## src/shared/cmad_defines.svh

```systemverilog
// Address map and field constants for the core memory address decoder
`ifndef CMAD_DEFINES_SVH
`define CMAD_DEFINES_SVH
// ==========================================
// Address widths
`define CMAD_PROG_ADDR_W 21
`define CMAD_DATA_ADDR_W 22
`define CMAD_EXT_W 24
// ==========================================
// Program map: byte boundary and internal size in words; data map: internal select bit and size in bytes
`define CMAD_PROG_BOUNDARY_BYTE 22'h3FBFFF
`define CMAD_PROG_INT_WORDS 14'h2000
`define CMAD_DATA_INT_BIT 21
`define CMAD_DATA_INT_BYTES 22'h012000
// ==========================================
// Coprocessor internal memory sizes in words
`define CMAD_X_WORDS 15'h4000
`define CMAD_Y_WORDS 15'h2000
`define CMAD_COP_W 16
// ==========================================
// External map
`define CMAD_EXT_SDRAM_BIT 23
`define CMAD_SRAM_MIN_SEL 2'h0
`define CMAD_SRAM_MAX_SEL 2'h3
`endif

```

## src/shared/cmad_pkg.sv

```systemverilog
// Types shared by the core memory address decoder
package cmad_pkg;
   typedef enum logic [1:0] {
      CMAD_TGT_INT = 2'h0,
      CMAD_TGT_CACHE = 2'h1,
      CMAD_TGT_NONE = 2'h3
   } cmad_target_t;
   typedef struct packed {
      logic valid;
      logic [20:0] addr;
   } cmad_prog_req_t;
   typedef struct packed {
      logic valid;
      logic [21:0] addr;
   } cmad_data_req_t;
   typedef struct packed {
      logic valid;
      logic ymem;
      logic [15:0] addr;
   } cmad_cop_req_t;
   typedef struct packed {
      logic valid;
      logic sdram;
      logic [23:0] addr;
   } cmad_ext_req_t;
   typedef enum logic [1:0] {
      CMAD_IRQ_IDLE = 2'b00,
      CMAD_IRQ_PEND = 2'b01
   } cmad_irq_state_t;
endpackage : cmad_pkg

```

## src/design/cmad_ext_map.sv

```systemverilog
// External address former: base pointer above request offset, SRAM or SDRAM half
`timescale 1ns/10ps
`include "cmad_defines.svh"
module cmad_ext_map (
   // Clock and reset
   input wire logic CLK,
   input wire logic RST_N,
   // Request
   input wire logic req_valid,
   input wire logic [20:0] req_offset,
   input wire logic [23:0] base_pointer,
   input wire logic [1:0] sram_size_sel,
   // Result
   output cmad_pkg::cmad_ext_req_t ext_req
);
   logic [23:0] offset_mask;
   logic [23:0] next_addr;
   logic [23:0] sram_mask;
   always_comb begin
      // SRAM bank of 256K words shifted up by size select, up to 2M words
      sram_mask = (24'h03FFFF << sram_size_sel) | 24'h03FFFF;
      offset_mask = 24'h03FFFF;
      next_addr = (base_pointer & ~offset_mask) | ({3'h0, req_offset} & offset_mask);
      if (!next_addr[`CMAD_EXT_SDRAM_BIT]) begin
         next_addr = next_addr & sram_mask;
      end
   end
   always_ff @(posedge CLK or negedge RST_N) begin
      if (!RST_N) begin
         ext_req <= '0;
      end else begin
         ext_req.valid <= req_valid;
         ext_req.addr <= next_addr;
         ext_req.sdram <= next_addr[`CMAD_EXT_SDRAM_BIT];
      end
   end
endmodule : cmad_ext_map

```

## src/design/cmad_irq_hold.sv

```systemverilog
// Fast interrupt request holder: violations before the take share one request, held until taken
`timescale 1ns/10ps
module cmad_irq_hold (
   // Clock and reset
   input wire logic CLK,
   input wire logic RST_N,
   // Events
   input wire logic violation,
   input wire logic irq_enable,
   input wire logic irq_taken,
   // Request
   output logic irq_req
);
   cmad_pkg::cmad_irq_state_t state;
   always_ff @(posedge CLK or negedge RST_N) begin
      if (!RST_N) begin
         state <= cmad_pkg::CMAD_IRQ_IDLE;
      end else begin
         unique case (state)
            cmad_pkg::CMAD_IRQ_IDLE: begin
               if (violation && irq_enable) begin
                  state <= cmad_pkg::CMAD_IRQ_PEND;
               end
            end
            cmad_pkg::CMAD_IRQ_PEND: begin
               // A new violation in the take cycle keeps the request up only while the enable is set
               if (irq_taken && !(violation && irq_enable)) begin
                  state <= cmad_pkg::CMAD_IRQ_IDLE;
               end
            end
            default: state <= cmad_pkg::CMAD_IRQ_IDLE;
         endcase
      end
   end
   assign irq_req = (state == cmad_pkg::CMAD_IRQ_PEND);
endmodule : cmad_irq_hold

```

## src/design/cmad_decoder.sv

```systemverilog
// Core memory address decoder: program, data and coprocessor routing
// Function
// Fetch above 3FBFFFH served by internal memory
// Fetch below 3FC000H goes to instruction cache
// Data address top bit one: internal
// Data address top bit zero: data cache
// Coprocessor bad area raises fast interrupt
// Violation serviced only when enable bit set
// Host bad area also raises fast interrupt
// Program space 21-bit word address
// Data space 22-bit byte address
// Internal program memory 8K words
// Internal data memory 72K bytes
// Coprocessor X 16K, Y 8K words
// Off-chip fetch uses instruction base pointer
// Off-chip data uses data base pointer
// External 16M: lower SRAM, upper SDRAM
// SRAM bank 256K to 2M words
// Fast interrupt only while enable set; a pending request stays up after the enable bit clears, until taken
// Base pointer above request offset
// Request held until taken, once each
`timescale 1ns/10ps
`include "cmad_defines.svh"
module cmad_decoder (
   // Clock and reset
   input wire logic CLK,
   input wire logic RST_N,
   // Host program fetch
   input cmad_pkg::cmad_prog_req_t PROG_REQ,
   // Host data access
   input cmad_pkg::cmad_data_req_t DATA_REQ,
   // Coprocessor data access
   input cmad_pkg::cmad_cop_req_t COP_REQ,
   // Core status and base pointers
   input wire logic FAST_IRQ_ENABLE_BIT,
   input wire logic FAST_IRQ_TAKEN,
   input wire logic [23:0] INSTR_CACHE_BASE_POINTER,
   input wire logic [23:0] DATA_CACHE_BASE_POINTER,
   input wire logic [1:0] SRAM_SIZE_SEL,
   // Program routing
   output logic PROG_INT_SEL,
   output logic PROG_CACHE_SEL,
   output logic [12:0] PROG_INT_ADDR,
   // Data routing
   output logic DATA_INT_SEL,
   output logic DATA_CACHE_SEL,
   output logic [16:0] DATA_INT_ADDR,
   // Coprocessor routing
   output logic COP_X_SEL,
   output logic COP_Y_SEL,
   output logic [13:0] COP_INT_ADDR,
   // External addresses
   output cmad_pkg::cmad_ext_req_t PROG_EXT_REQ,
   output cmad_pkg::cmad_ext_req_t DATA_EXT_REQ,
   // Fast interrupt
   output logic FAST_INTERRUPT_REQUEST
);
   // ==========================================
   // Program side
   logic [21:0] prog_byte_addr;
   logic prog_is_int;
   logic prog_cache_go;
   always_comb begin
      prog_byte_addr = {PROG_REQ.addr, 1'b0};
      prog_is_int = (prog_byte_addr > `CMAD_PROG_BOUNDARY_BYTE);
      prog_cache_go = PROG_REQ.valid && !prog_is_int;
   end
   always_ff @(posedge CLK or negedge RST_N) begin
      if (!RST_N) begin
         PROG_INT_SEL <= 1'b0;
         PROG_CACHE_SEL <= 1'b0;
         PROG_INT_ADDR <= 13'h0000;
      end else begin
         PROG_INT_SEL <= PROG_REQ.valid && prog_is_int;
         PROG_CACHE_SEL <= prog_cache_go;
         PROG_INT_ADDR <= PROG_REQ.addr[12:0];
      end
   end
   // ==========================================
   // Host data side
   logic [20:0] data_off;
   logic data_int;
   logic data_hole;
   always_comb begin
      data_off = DATA_REQ.addr[20:0];
      data_int = DATA_REQ.addr[`CMAD_DATA_INT_BIT];
      data_hole = DATA_REQ.valid && data_int
         && ({1'b0, data_off} >= `CMAD_DATA_INT_BYTES);
   end
   always_ff @(posedge CLK or negedge RST_N) begin
      if (!RST_N) begin
         DATA_INT_SEL <= 1'b0;
         DATA_CACHE_SEL <= 1'b0;
         DATA_INT_ADDR <= 17'h00000;
      end else begin
         DATA_INT_SEL <= DATA_REQ.valid && data_int && !data_hole;
         DATA_CACHE_SEL <= DATA_REQ.valid && !data_int;
         DATA_INT_ADDR <= data_off[16:0];
      end
   end
   // ==========================================
   // Coprocessor side
   logic cop_limit_ok;
   logic cop_hole;
   always_comb begin
      if (COP_REQ.ymem) begin
         cop_limit_ok = ({1'b0, COP_REQ.addr[13:0]} < `CMAD_Y_WORDS);
      end else begin
         cop_limit_ok = ({1'b0, COP_REQ.addr[13:0]} < `CMAD_X_WORDS);
      end
      cop_limit_ok = cop_limit_ok && (COP_REQ.addr[15:14] == 2'h0);
      cop_hole = COP_REQ.valid && !cop_limit_ok;
   end
   always_ff @(posedge CLK or negedge RST_N) begin
      if (!RST_N) begin
         COP_X_SEL <= 1'b0;
         COP_Y_SEL <= 1'b0;
         COP_INT_ADDR <= 14'h0000;
      end else begin
         COP_X_SEL <= COP_REQ.valid && cop_limit_ok && !COP_REQ.ymem;
         COP_Y_SEL <= COP_REQ.valid && cop_limit_ok && COP_REQ.ymem;
         COP_INT_ADDR <= COP_REQ.addr[13:0];
      end
   end
   // ==========================================
   // Violation interrupt
   logic violation;
   assign violation = cop_hole || data_hole;
   cmad_irq_hold u_irq (
      .CLK(CLK),
      .RST_N(RST_N),
      .violation(violation),
      .irq_enable(FAST_IRQ_ENABLE_BIT),
      .irq_taken(FAST_IRQ_TAKEN),
      .irq_req(FAST_INTERRUPT_REQUEST)
   );
   // ==========================================
   // External address forming
   cmad_ext_map u_prog_ext (
      .CLK(CLK),
      .RST_N(RST_N),
      .req_valid(prog_cache_go),
      .req_offset(PROG_REQ.addr),
      .base_pointer(INSTR_CACHE_BASE_POINTER),
      .sram_size_sel(SRAM_SIZE_SEL),
      .ext_req(PROG_EXT_REQ)
   );
   cmad_ext_map u_data_ext (
      .CLK(CLK),
      .RST_N(RST_N),
      .req_valid(DATA_REQ.valid && !data_int),
      .req_offset(data_off),
      .base_pointer(DATA_CACHE_BASE_POINTER),
      .sram_size_sel(SRAM_SIZE_SEL),
      .ext_req(DATA_EXT_REQ)
   );
endmodule : cmad_decoder

```

## config.mk

```make
export PLATFORM = sky130hd
export DESIGN_NAME = cmad_decoder
export DESIGN_NICKNAME = d
export VERILOG_FILES = /design/src/shared/cmad_pkg.sv /design/src/design/cmad_ext_map.sv /design/src/design/cmad_irq_hold.sv /design/src/design/cmad_decoder.sv
export VERILOG_INCLUDE_DIRS = /design/src /design/src/shared
export SDC_FILE = /design/constraint.sdc
export NUM_CORES = 1
export LEC_CHECK = 0
export BUFFER_PORTS_ARGS = -buffer_cell sky130_fd_sc_hd__buf_2
export CAP_MARGIN = 10
export CORE_MARGIN = 2
export CORE_UTILIZATION = 30
export CTS_CLUSTER_SIZE = 10
export DETAILED_ROUTE_END_ITERATION = 8
export GPL_ROUTABILITY_DRIVEN = 0
export HOLD_SLACK_MARGIN = 0.03
export PLACE_DENSITY = 0.67
export SYNTH_ARGS = -nofsm -noshare
export SYNTH_HDL_FRONTEND = slang
export SYNTH_HIERARCHICAL = 1
export SYNTH_SLANG_ARGS = --single-unit
```

## constraint.sdc

```tcl
create_clock -name CLK -period 0.8 [get_ports CLK]
set_input_delay 0.08 -clock CLK [delete_from_list [all_inputs] [get_ports CLK]]
set_output_delay 0.08 -clock CLK [all_outputs]
set_load 0.03 [all_outputs]
```

==> reports/metrics.csv, run 1 <==
stage;metric;value;unit
global_routing;GRT Residual Overflow;0;
worst_setup_path;CP peak stage delay;0.41;ns
drt;wire per inst;14.5;um
pwr;Max IR drop VDD;0.000863;V
sta;Slew HR;82.5;%
global_routing;M2 GR Usage;29.8;%
worst_setup_path;Crit Path Category;flop to output port;
sta;Min Hold Slack;-0.130;ns
worst_setup_path;worst-path maximum fanout;2;
sta;Tcrit/Tclk final;124;%
floorplanning;Starting Density;31.2;%
run;max_cap viols;0;
place;DP HPWL;4.62;mm
floorplanning;Ports;220;
global_routing;met3 global-route usage;5.55;%
drt;Detail Route Antenna Nets;0;
logic_synthesis;Synth cell types;20;
global_routing;first-pass GRT wire length;11.7;mm
global_routing;GR peak layer;met2;
run_status;outcome;finished, violations left;
clock_network;Worst-path clk slew;0.10;ns
layout;fin util;61.8;%
worst_setup_path;CP max stage cell;dfrtp_1;
worst_setup_path;Reg-to-Reg Start;u_irq/state[0];
sta;final worst path period need;0.988;ns
global_routing;vias in the first global route;2393;
pwr;P per Cell Area;1940;nW/um2
worst_setup_path;Critical Path Source;u_data_ext/ext_req[23];
drt;DR vias;2123;
worst_setup_path;Worst R2R Setup Slack;0.17;ns
layout;most frequent cells in the layout;101 x dfrtp_1, 101 x buf_6, 78 x buf_2;
drt;Vias/cell;4.09;
worst_setup_path;Crit path max-delay family;flip-flops;
logic_synthesis;mean area per synthesized cell;20.3;um2
clock_network;worst skew pair latency;0.35;ns
worst_hold_path;Hold Path End;DATA_INT_ADDR[14];
worst_setup_path;WP buf/inv;1;
global_routing;M1 GR Usage;14.5;%
worst_setup_path;CP cell instances;buf_6;
layout;share of cells above drive strength 1;50.9;%
sta;final hold violation count;3;
pwr;Pleak;2.66;nW
sta;fmax;1010;MHz
sta;post-route setup slack;-0.188;ns
drt;TritonRoute pass-1 iters;3;
drt;Routed WL;7.52;mm
logic_synthesis;syn nets;252;
sta;RSZ-0062 raised after global routing;true;
place;Post-Place Worst Slack;-0.221;ns
clock_network;Num CTS Buffers;9;
floorplanning;Die W;99.6;um
logic_synthesis;post-synthesis sequential area ratio;92.1;%
floorplanning;row count;34;
sta;final setup violation count;106;
worst_setup_path;nature of the critical path endpoint;output port;
layout;Fillers;647;
drt;number of remaining DRC errors;0;
sta;Max Clock Skew;0;ns
worst_setup_path;CP required;0.72;ns
floorplanning;die area;9930;um2
logic_synthesis;Mapped Area;2740;um2
clock_network;CTS Root Cell;clkbuf_8;
worst_hold_path;Hold Path Origin;DATA_REQ[14];
logic_synthesis;Yosys reg bits;101;
floorplanning;core footprint;8810;um2
sta;fin. max-slew vios;0;
place;# port buffers;183;
layout;area grow syn2layout;98.4;%
worst_setup_path;Worst Path Arrival;0.91;ns
global_routing;largest net degree at the start of global routing;47;
drt;DRT iter0 DRCs;25;
global_routing;initial antenna violation count;0;
layout;Net count, final;523;
worst_setup_path;Worst setup SP type;flop;
clock_network;H-tree depth;3;
global_routing;GRT Total Usage;15.5;%
worst_setup_path;R2R cell count;2;
clock_network;CTS sink cnt;101;
worst_hold_path;HP Class;input port to flop;
clock_network;clk buf depth;2;
pwr;total power;0.0106;W
layout;number of diodes;0;
logic_synthesis;yosys warns;6;
clock_network;CTS tree;built;
logic_synthesis;Mapped Cells;135;
run_status;failing checks;negative hold slack, negative setup slack;
sta;worst-margin pin slew;0.260;ns
clock_network;postcts setup bufs;0;
floorplanning;die height;99.6;um
worst_setup_path;FF-to-FF End;u_irq/state[0];
worst_hold_path;hold path depth;1;
-- layer usage --
layer	part of all wire (%)	wire (um)	vias up
li1	-	-	976
met1	33	2450	1028
met2	57	4310	109
met3	8.3	625	10
met4	1.8	139	0
met5	0	0	-
-- metrics by stage --
stage                     cell area (um2)  setup TNS, ns  cells
after floorplan                      2740              0    135
after global placement               3860         -0.271    431
after detailed placement             3860         -0.302    431
after CTS                            5430         -18.92    521
after global routing                 5440         -21.80    519
final                                5440         -16.13    519
-- synth_stat cells --
master / number / area share, %
and2_2: 2 / 0.55
buf_4: 2 / 0.55
dfrtp_1: 101 / 92
and3_1: 1 / 0.23
o21ai_1: 1 / 0.18
nor4_2: 1 / 0.46
o21a_1: 2 / 0.55
a211oi_1: 1 / 0.27
inv_1: 2 / 0.27
o31a_1: 2 / 0.64
nor2_1: 2 / 0.27
a21oi_1: 2 / 0.36
nand2_1: 3 / 0.41
o21ai_2: 1 / 0.32
nor2b_1: 4 / 0.91
nor4_1: 1 / 0.23
and2_1: 3 / 0.68
nand4_1: 2 / 0.46
o31ai_1: 1 / 0.27
a21o_1: 1 / 0.27
-- flip-flops by register name (all words and copies together) (netlist names) --
name                cells
COP_INT_ADDR           14
PROG_INT_ADDR          13
u_prog_ext/ext_req     25
DATA_INT_SEL            1
DATA_INT_ADDR          17
PROG_CACHE_SEL          1
DATA_CACHE_SEL          1
u_irq/state             1
COP_X_SEL               1
PROG_INT_SEL            1
COP_Y_SEL               1
u_data_ext/ext_req     25
-- final cells by class --
cell class                      instances  area, um2  area share (%)
Tap cell                              108        135            2.48
Sequential cell                       101       2530            46.4
Timing Repair Buffer                  262       2370            43.5
Multi-Input combinational cell         30        208            3.82
Inverter                                2       7.51           0.138
Clock inverter                          6       71.3            1.31
Clock buffer                           10        128            2.34
-- how the worst max path moves through the flow --
stage                     cells past startpoint           endpoint
after floorplan                               1   DATA_EXT_REQ[24]
after global placement                        6     u_irq/state[0]
after detailed placement                      6     u_irq/state[0]
after CTS                                     1   DATA_EXT_REQ[24]
after global routing                          1  DATA_INT_ADDR[16]
final                                         1   DATA_EXT_REQ[24]
-- report_power, final --
part,internal (W),switching [W],total (W),leakage (nW)
registers,0.00536,0.000130,0.00549,1.20
logic,0.000935,0.000951,0.00189,1.36
clock network,0.00148,0.00171,0.00319,0.0988
total,0.00778,0.00279,0.0106,2.66
-- cells by family (layout without fill, tap and decap cells) --
family | count (synthesis) | after routing | share of synthesized area (%)
compound gates | 11 | 11 | 2.87
buf+inv | 4 | 280 | 0.821
simple gates | 19 | 19 | 4.20
flops | 101 | 101 | 92.1
-- timing repair --
action,4_1_cts,5_1_grt
hold endpoints to repair,202,9
hold buffers,74,5
resized for setup,202,4
pin swaps,0,6
setup endpoints to repair,103,110
Note: power is estimated with default switching activity, not from simulation.
==> run 2: changes to the inputs <==
CTS_CLUSTER_SIZE = not set   (was 10)
RECOVER_POWER = 100   (was not set)
SKIP_LAST_GASP = 1   (was not set)
==> run 2 against run 1 <==
  * Sequential power hardly changed
  * Clock-buffer cell count stayed put
  * Combinational power hardly changed
  * The run still ends with negative hold slack, negative setup slack left
  * Largest power group unchanged
  * Worst hold slack better by 0.013 ns
  * Maximum frequency hardly changed
  * Flip-flop and latch count stayed put
  * Cell count stayed put
  * Critical path depth stayed put
  * Clock skew stayed put
  * Die area stayed put
==> reports/metrics.csv, run 2 (synthesized netlist as in run 1, its figures left out) <==
stage;metric;value;unit
worst_setup_path;CP peak stage delay;0.41;ns
worst_hold_path;HP Class;input port to flop;
place;# port buffers;183;
pwr;Combinational Power Share;17.7;%
drt;Vias/cell;4.09;
sta;fmax;1010;MHz
worst_setup_path;Worst Path Arrival;0.91;ns
sta;final hold violation count;2;
worst_setup_path;R2R cell count;2;
clock_network;worst skew pair latency;0.35;ns
clock_network;Num CTS Buffers;9;
sta;RSZ-0062 raised after global routing;true;
clock_network;clk buf depth;2;
sta;final worst path period need;0.988;ns
worst_setup_path;Reg-to-Reg Start;u_irq/state[0];
drt;TritonRoute pass-1 iters;3;
pwr;Power Internal;0.00775;W
place;Cells after DPL;431;
worst_setup_path;CP max stage cell;dfrtp_1;
clock_network;CTS tree;built;
sta;fin. max-slew vios;0;
pwr;P_sw;0.00280;W
layout;number of diodes;0;
sta;Min Hold Slack;-0.118;ns
worst_setup_path;CP Depth;1;
floorplanning;Die W;99.6;um
pwr;Pleak;2.56;nW
layout;share of cells above drive strength 1;43.1;%
worst_setup_path;Crit Path Category;flop to output port;
clock_network;Worst-path clk slew;0.10;ns
global_routing;GRT Residual Overflow;0;
layout;Net count, final;523;
worst_setup_path;CP cell instances;buf_6;
pwr;sequential power share;52.0;%
clock_network;H-tree depth;3;
run_status;failing checks;negative hold slack, negative setup slack;
clock_network;CTS sink cnt;101;
layout;area grow syn2layout;96.7;%
floorplanning;row count;34;
global_routing;vias in the first global route;2393;
clock_network;CTS Root Cell;clkbuf_8;
run;max_cap viols;0;
drt;DR vias;2123;
global_routing;GRT Total Usage;15.5;%
sta;Slew HR;57.4;%
sta;total negative slack;-24.88;ns
layout;final instance area;5400;um2
layout;Fillers;667;
pwr;Max IR drop VDD;0.000859;V
place;Post-Place Cell Area;3860;um2
place;Post-Place Worst Slack;-0.221;ns
worst_setup_path;FF-to-FF End;u_irq/state[0];
drt;number of remaining DRC errors;0;
drt;Routed WL;7.52;mm
sta;Max Clock Skew;0;ns
worst_setup_path;Worst setup SP type;flop;
place;DP HPWL;4.62;mm
layout;fin cells;519;
sta;post-route setup slack;-0.188;ns
floorplanning;die height;99.6;um
floorplanning;core footprint;8810;um2
worst_setup_path;Crit path max-delay family;flip-flops;
pwr;Switching Share;26.5;%
global_routing;largest net degree at the start of global routing;47;
drt;DRT iter0 DRCs;15;
layout;largest registers;u_data_ext/ext_req: 25 flops, u_prog_ext/ext_req: 25 flops, DATA_INT_ADDR: 17 flops;
worst_setup_path;Critical Path Source;u_data_ext/ext_req[23];
pwr;P per Cell Area;1950;nW/um2
layout;most frequent cells in the layout;101 x dfrtp_1, 101 x buf_6, 74 x dlygate4sd3_1;
drt;Detail Route Antenna Nets;0;
floorplanning;Ports;220;
drt;wire per inst;14.5;um
worst_setup_path;worst-path maximum fanout;2;
floorplanning;Starting Density;31.2;%
worst_setup_path;Critical Path End;DATA_EXT_REQ[24];
worst_setup_path;nature of the critical path endpoint;output port;
sta;Tcrit/Tclk final;124;%
floorplanning;die area;9930;um2
pwr;Clk pwr share;30.3;%
worst_setup_path;CP required;0.72;ns
worst_setup_path;WP buf/inv;1;
worst_setup_path;Worst R2R Setup Slack;0.17;ns
run_status;outcome;finished, violations left;
sta;final setup violation count;200;
global_routing;initial antenna violation count;0;
sta;worst-margin pin slew;0.639;ns
global_routing;first-pass GRT wire length;11.7;mm
run 2: changes by cell type in the layout (fill, tap and decap cells not counted), moves of 3 or more:
| cell | previous run | this run |
|---|---|---|
| clkbuf_4 | 0 | 3 |
| buf_4 | 6 | 2 |
| clkbuf_1 | 1 | 31 |
| clkbuf_2 | 0 | 3 |
| buf_2 | 78 | 44 |
run 2: final cells by class:
class / count / area (um2) / area share [%]
flip-flops and latches: 101 / 2530 / 46.8
well taps: 108 / 135 / 2.50
repair buffers: 262 / 2320 / 43.0
multi-input cells: 30 / 208 / 3.85
inverters: 2 / 7.51 / 0.139
clock inverters: 6 / 71.3 / 1.32
clock buffers: 10 / 128 / 2.36
run 2: power groups by stage:
stage,clock network (W),logic (W),registers [W]
finish,0.00320,0.00186,0.00549
global route,0.00355,0.00197,0.00551
CTS,0.00334,0.00188,0.00549
detailed placement,0,0.00129,0.00552
global placement,0,0.00127,0.00551
floorplan,0,0.0000742,0.00608
run 2: how the worst min path moves through the flow:
stage / from / end / slack [ns] / cells past startpoint
CTS: DATA_REQ[14] / DATA_INT_ADDR[14] / -0.17 / 1
floorplan: RST_N / COP_INT_ADDR[0] / -0.22 / 0
global placement: RST_N / u_data_ext/ext_req[4] / -0.07 / 1
global route: DATA_REQ[14] / DATA_INT_ADDR[14] / -0.15 / 1
finish: DATA_REQ[14] / DATA_INT_ADDR[14] / -0.12 / 1
detailed placement: RST_N / u_data_ext/ext_req[6] / -0.08 / 1
run 2: what timing repair did:
action	CTS	global route
hold buffers	74	5
gates resized for setup	202	4
gates cloned	0	0
endpoints found under the setup margin	103	110
hold endpoints to repair	202	9
pin swaps	0	6
setup buffers	0	0
run 2: stage by stage:
step,total power (W),hold WS [ns],utilization [%]
final,0.0105,-0.118,61.3
after global routing,0.0110,-0.147,61.3
after global placement,0.00679,-0.0742,43.8
after detailed placement,0.00681,-0.0755,43.8
after CTS,0.0107,-0.168,61.7
after floorplan,0.00615,-0.216,-
run 2: metal layers:
layer | share of wire (%) | vias to the layer above | GRT usage (%)
met5 | 0 | - | 0
met4 | 1.8 | 0 | 6.64
met3 | 8.3 | 10 | 5.55
met2 | 57 | 109 | 29.8
met1 | 33 | 1028 | 14.5
li1 | - | 976 | -
==> run 3: changes to the inputs <==
CORE_UTILIZATION = 35   (was 30)
PLACE_DENSITY = 0.76   (was 0.67)
==> run 3 against run 2 <==
  * The flow finishes with violations (negative setup slack)
  * Register-to-register slack worse by 0.13 ns
  * Clock-buffer cell count decreased by 1
  * Clock skew stayed put
  * Combinational power about the same
  * Highest routed layer unchanged
  * Via count up 0.14%
  * Wire length up 2.7%
  * Sequential power about the same
  * Maximum frequency is 2.4% lower
  * Critical path type unchanged
  * Global-route usage increased by 3.4 points
==> reports/metrics.csv, run 3 (synthesized netlist as in run 1, its figures left out) <==
stage;metric;value;unit
drt;TritonRoute pass-1 iters;4;
place;# port buffers;183;
sta;final hold violation count;0;
worst_hold_path;HP Class;input port to flop;
floorplanning;row count;32;
run_status;outcome;finished, violations left;
drt;DR vias;2126;
place;DP HPWL;4.55;mm
sta;worst-margin pin slew;0.437;ns
pwr;total power;0.0109;W
pwr;Switching Share;26.0;%
worst_setup_path;Crit Path Category;flop to output port;
clock_network;CTS tree;built;
sta;Tcrit/Tclk final;127;%
clock_network;CTS Root Cell;clkbuf_8;
drt;DRT iter0 DRCs;57;
layout;fin util;70.3;%
layout;Net count, final;517;
pwr;P per Cell Area;2030;nW/um2
pwr;Clk pwr share;32.6;%
worst_setup_path;nature of the critical path endpoint;output port;
worst_setup_path;worst-path maximum fanout;2;
sta;post-route setup slack;-0.213;ns
sta;final worst path period need;1.01;ns
worst_setup_path;Worst Path Arrival;0.93;ns
clock_network;CTS sink cnt;101;
worst_setup_path;Crit path max-delay family;flip-flops;
sta;Slew HR;70.8;%
layout;largest registers;u_data_ext/ext_req: 25 flops, u_prog_ext/ext_req: 25 flops, DATA_INT_ADDR: 17 flops;
pwr;Combinational Power Share;17.0;%
global_routing;first-pass GRT wire length;12.1;mm
layout;area grow syn2layout;96.0;%
worst_setup_path;CP cell instances;buf_6;
pwr;Max IR drop VDD;0.000951;V
worst_setup_path;CP max stage cell;dfrtp_1;
layout;most frequent cells in the layout;105 x buf_6, 101 x dfrtp_1, 74 x dlygate4sd3_1;
run;max_cap viols;0;
floorplanning;die area;8560;um2
floorplanning;core footprint;7650;um2
layout;share of cells above drive strength 1;44.2;%
floorplanning;die height;92.5;um
floorplanning;Starting Density;35.9;%
global_routing;largest net degree at the start of global routing;54;
layout;commonest non-fill, non-tap cell in the layout;buf_6;
pwr;P_sw;0.00284;W
worst_setup_path;CP required;0.72;ns
sta;RSZ-0062 raised after global routing;true;
clock_network;Num CTS Buffers;9;
global_routing;GRT Total Usage;18.9;%
pwr;Power Internal;0.00807;W
drt;Routed WL;7.73;mm
layout;Fillers;512;
place;Post-Place Worst Slack;-0.234;ns
place;Cells after DPL;423;
run_status;failing checks;negative setup slack;
clock_network;worst skew pair latency;0.35;ns
layout;number of diodes;0;
floorplanning;Ports;220;
drt;number of remaining DRC errors;0;
floorplanning;Die W;92.5;um
drt;wire per inst;15.2;um
global_routing;initial antenna violation count;0;
sta;fmax;988;MHz
worst_setup_path;CP peak stage delay;0.43;ns
drt;Detail Route Antenna Nets;0;
sta;Max Clock Skew;0;ns
sta;fin. max-slew vios;0;
layout;fin cells;507;
worst_setup_path;WP buf/inv;1;
drt;Vias/cell;4.19;
global_routing;vias in the first global route;2486;
clock_network;Worst-path clk slew;0.10;ns
global_routing;GRT Residual Overflow;0;
worst_setup_path;Worst setup SP type;flop;
pwr;Pleak;2.57;nW
sta;final setup violation count;104;
clock_network;clk buf depth;2;
pwr;sequential power share;50.4;%
clock_network;H-tree depth;3;
## run 3: changes by cell type in the layout (fill, tap and decap cells not counted), sizes merged
cell and delta:
clkdlybuf4s25 -1, bufinv +1, clkbuf -9, inv +1
clkinvlp -1, buf +3
## run 3: power groups by stage
stage	Combinational, W	Sequential (W)	Clock, W
6_report	0.00186	0.00549	0.00355
5_1_grt	0.00196	0.00552	0.00389
4_1_cts	0.00188	0.00549	0.00365
3_5_place_dp	0.00128	0.00552	0
3_3_place_gp	0.00126	0.00551	0
2_1_floorplan	0.0000742	0.00608	0
## run 3: layout make-up
type / count / area, um2 / area share (%)
Clock buffer: 9 / 124 / 2.30
Sequential cell: 101 / 2530 / 47.0
Clock inverter: 7 / 104 / 1.93
Timing Repair Buffer: 256 / 2290 / 42.5
Tap cell: 102 / 128 / 2.37
Inverter: 2 / 7.51 / 0.140
Multi-Input combinational cell: 30 / 200 / 3.72
## run 3: final timing paths
path                                   startpoint                     end  slack, ns  cells past startpoint
max reg2reg                        u_irq/state[0]          u_irq/state[0]       0.04                      3
min in group asynchronous                   RST_N  u_data_ext/ext_req[17]       0.35                      3
max in group asynchronous                   RST_N  u_prog_ext/ext_req[13]       0.11                      3
min reg2reg                        u_irq/state[0]          u_irq/state[0]       0.69                      3
min                                  DATA_REQ[15]            DATA_INT_SEL       0.04                      4
max                        u_prog_ext/ext_req[23]        PROG_EXT_REQ[23]      -0.21                      1
## run 3: layer usage
metal | part of all wire (%) | global-route usage, % | up-vias
li1 | - | - | 965
met1 | 31 | 17.5 | 1039
met2 | 60 | 37.7 | 106
met3 | 6.9 | 5.21 | 16
met4 | 2.4 | 8.58 | 0
met5 | 0 | 0 | -
## run 3: tightest hold or removal path, delay by kind of cell
kind | cells | cell delay (ns)
AO/OA/AOI/OAI | 1 | 0.08
buffers and inverters | 1 | 0.09
AND/OR/NAND/NOR | 2 | 0.10
## run 3: repair_timing
item                                    CTS  global route
endpoints found under the hold margin   202             3
gates resized for setup                 206             3
buffers inserted                          0             1
cloned                                    0             0
pin swaps                                 0             3
hold buffers                             74             2
endpoints found under the setup margin  103           109
## run 3: stage by stage
| stage | instance area, um2 | TNS [ns] | hold WS [ns] |
|---|---|---|---|
| after detailed placement | 3840 | -0.305 | 0.0930 |
| after global placement | 3840 | -0.245 | 0.0836 |
| after floorplan | 2740 | 0 | -0.216 |
| final | 5380 | -16.41 | 0.0378 |
| after global routing | 5380 | -20.76 | 0.0498 |
| after CTS | 5450 | -18.86 | 0.0174 |
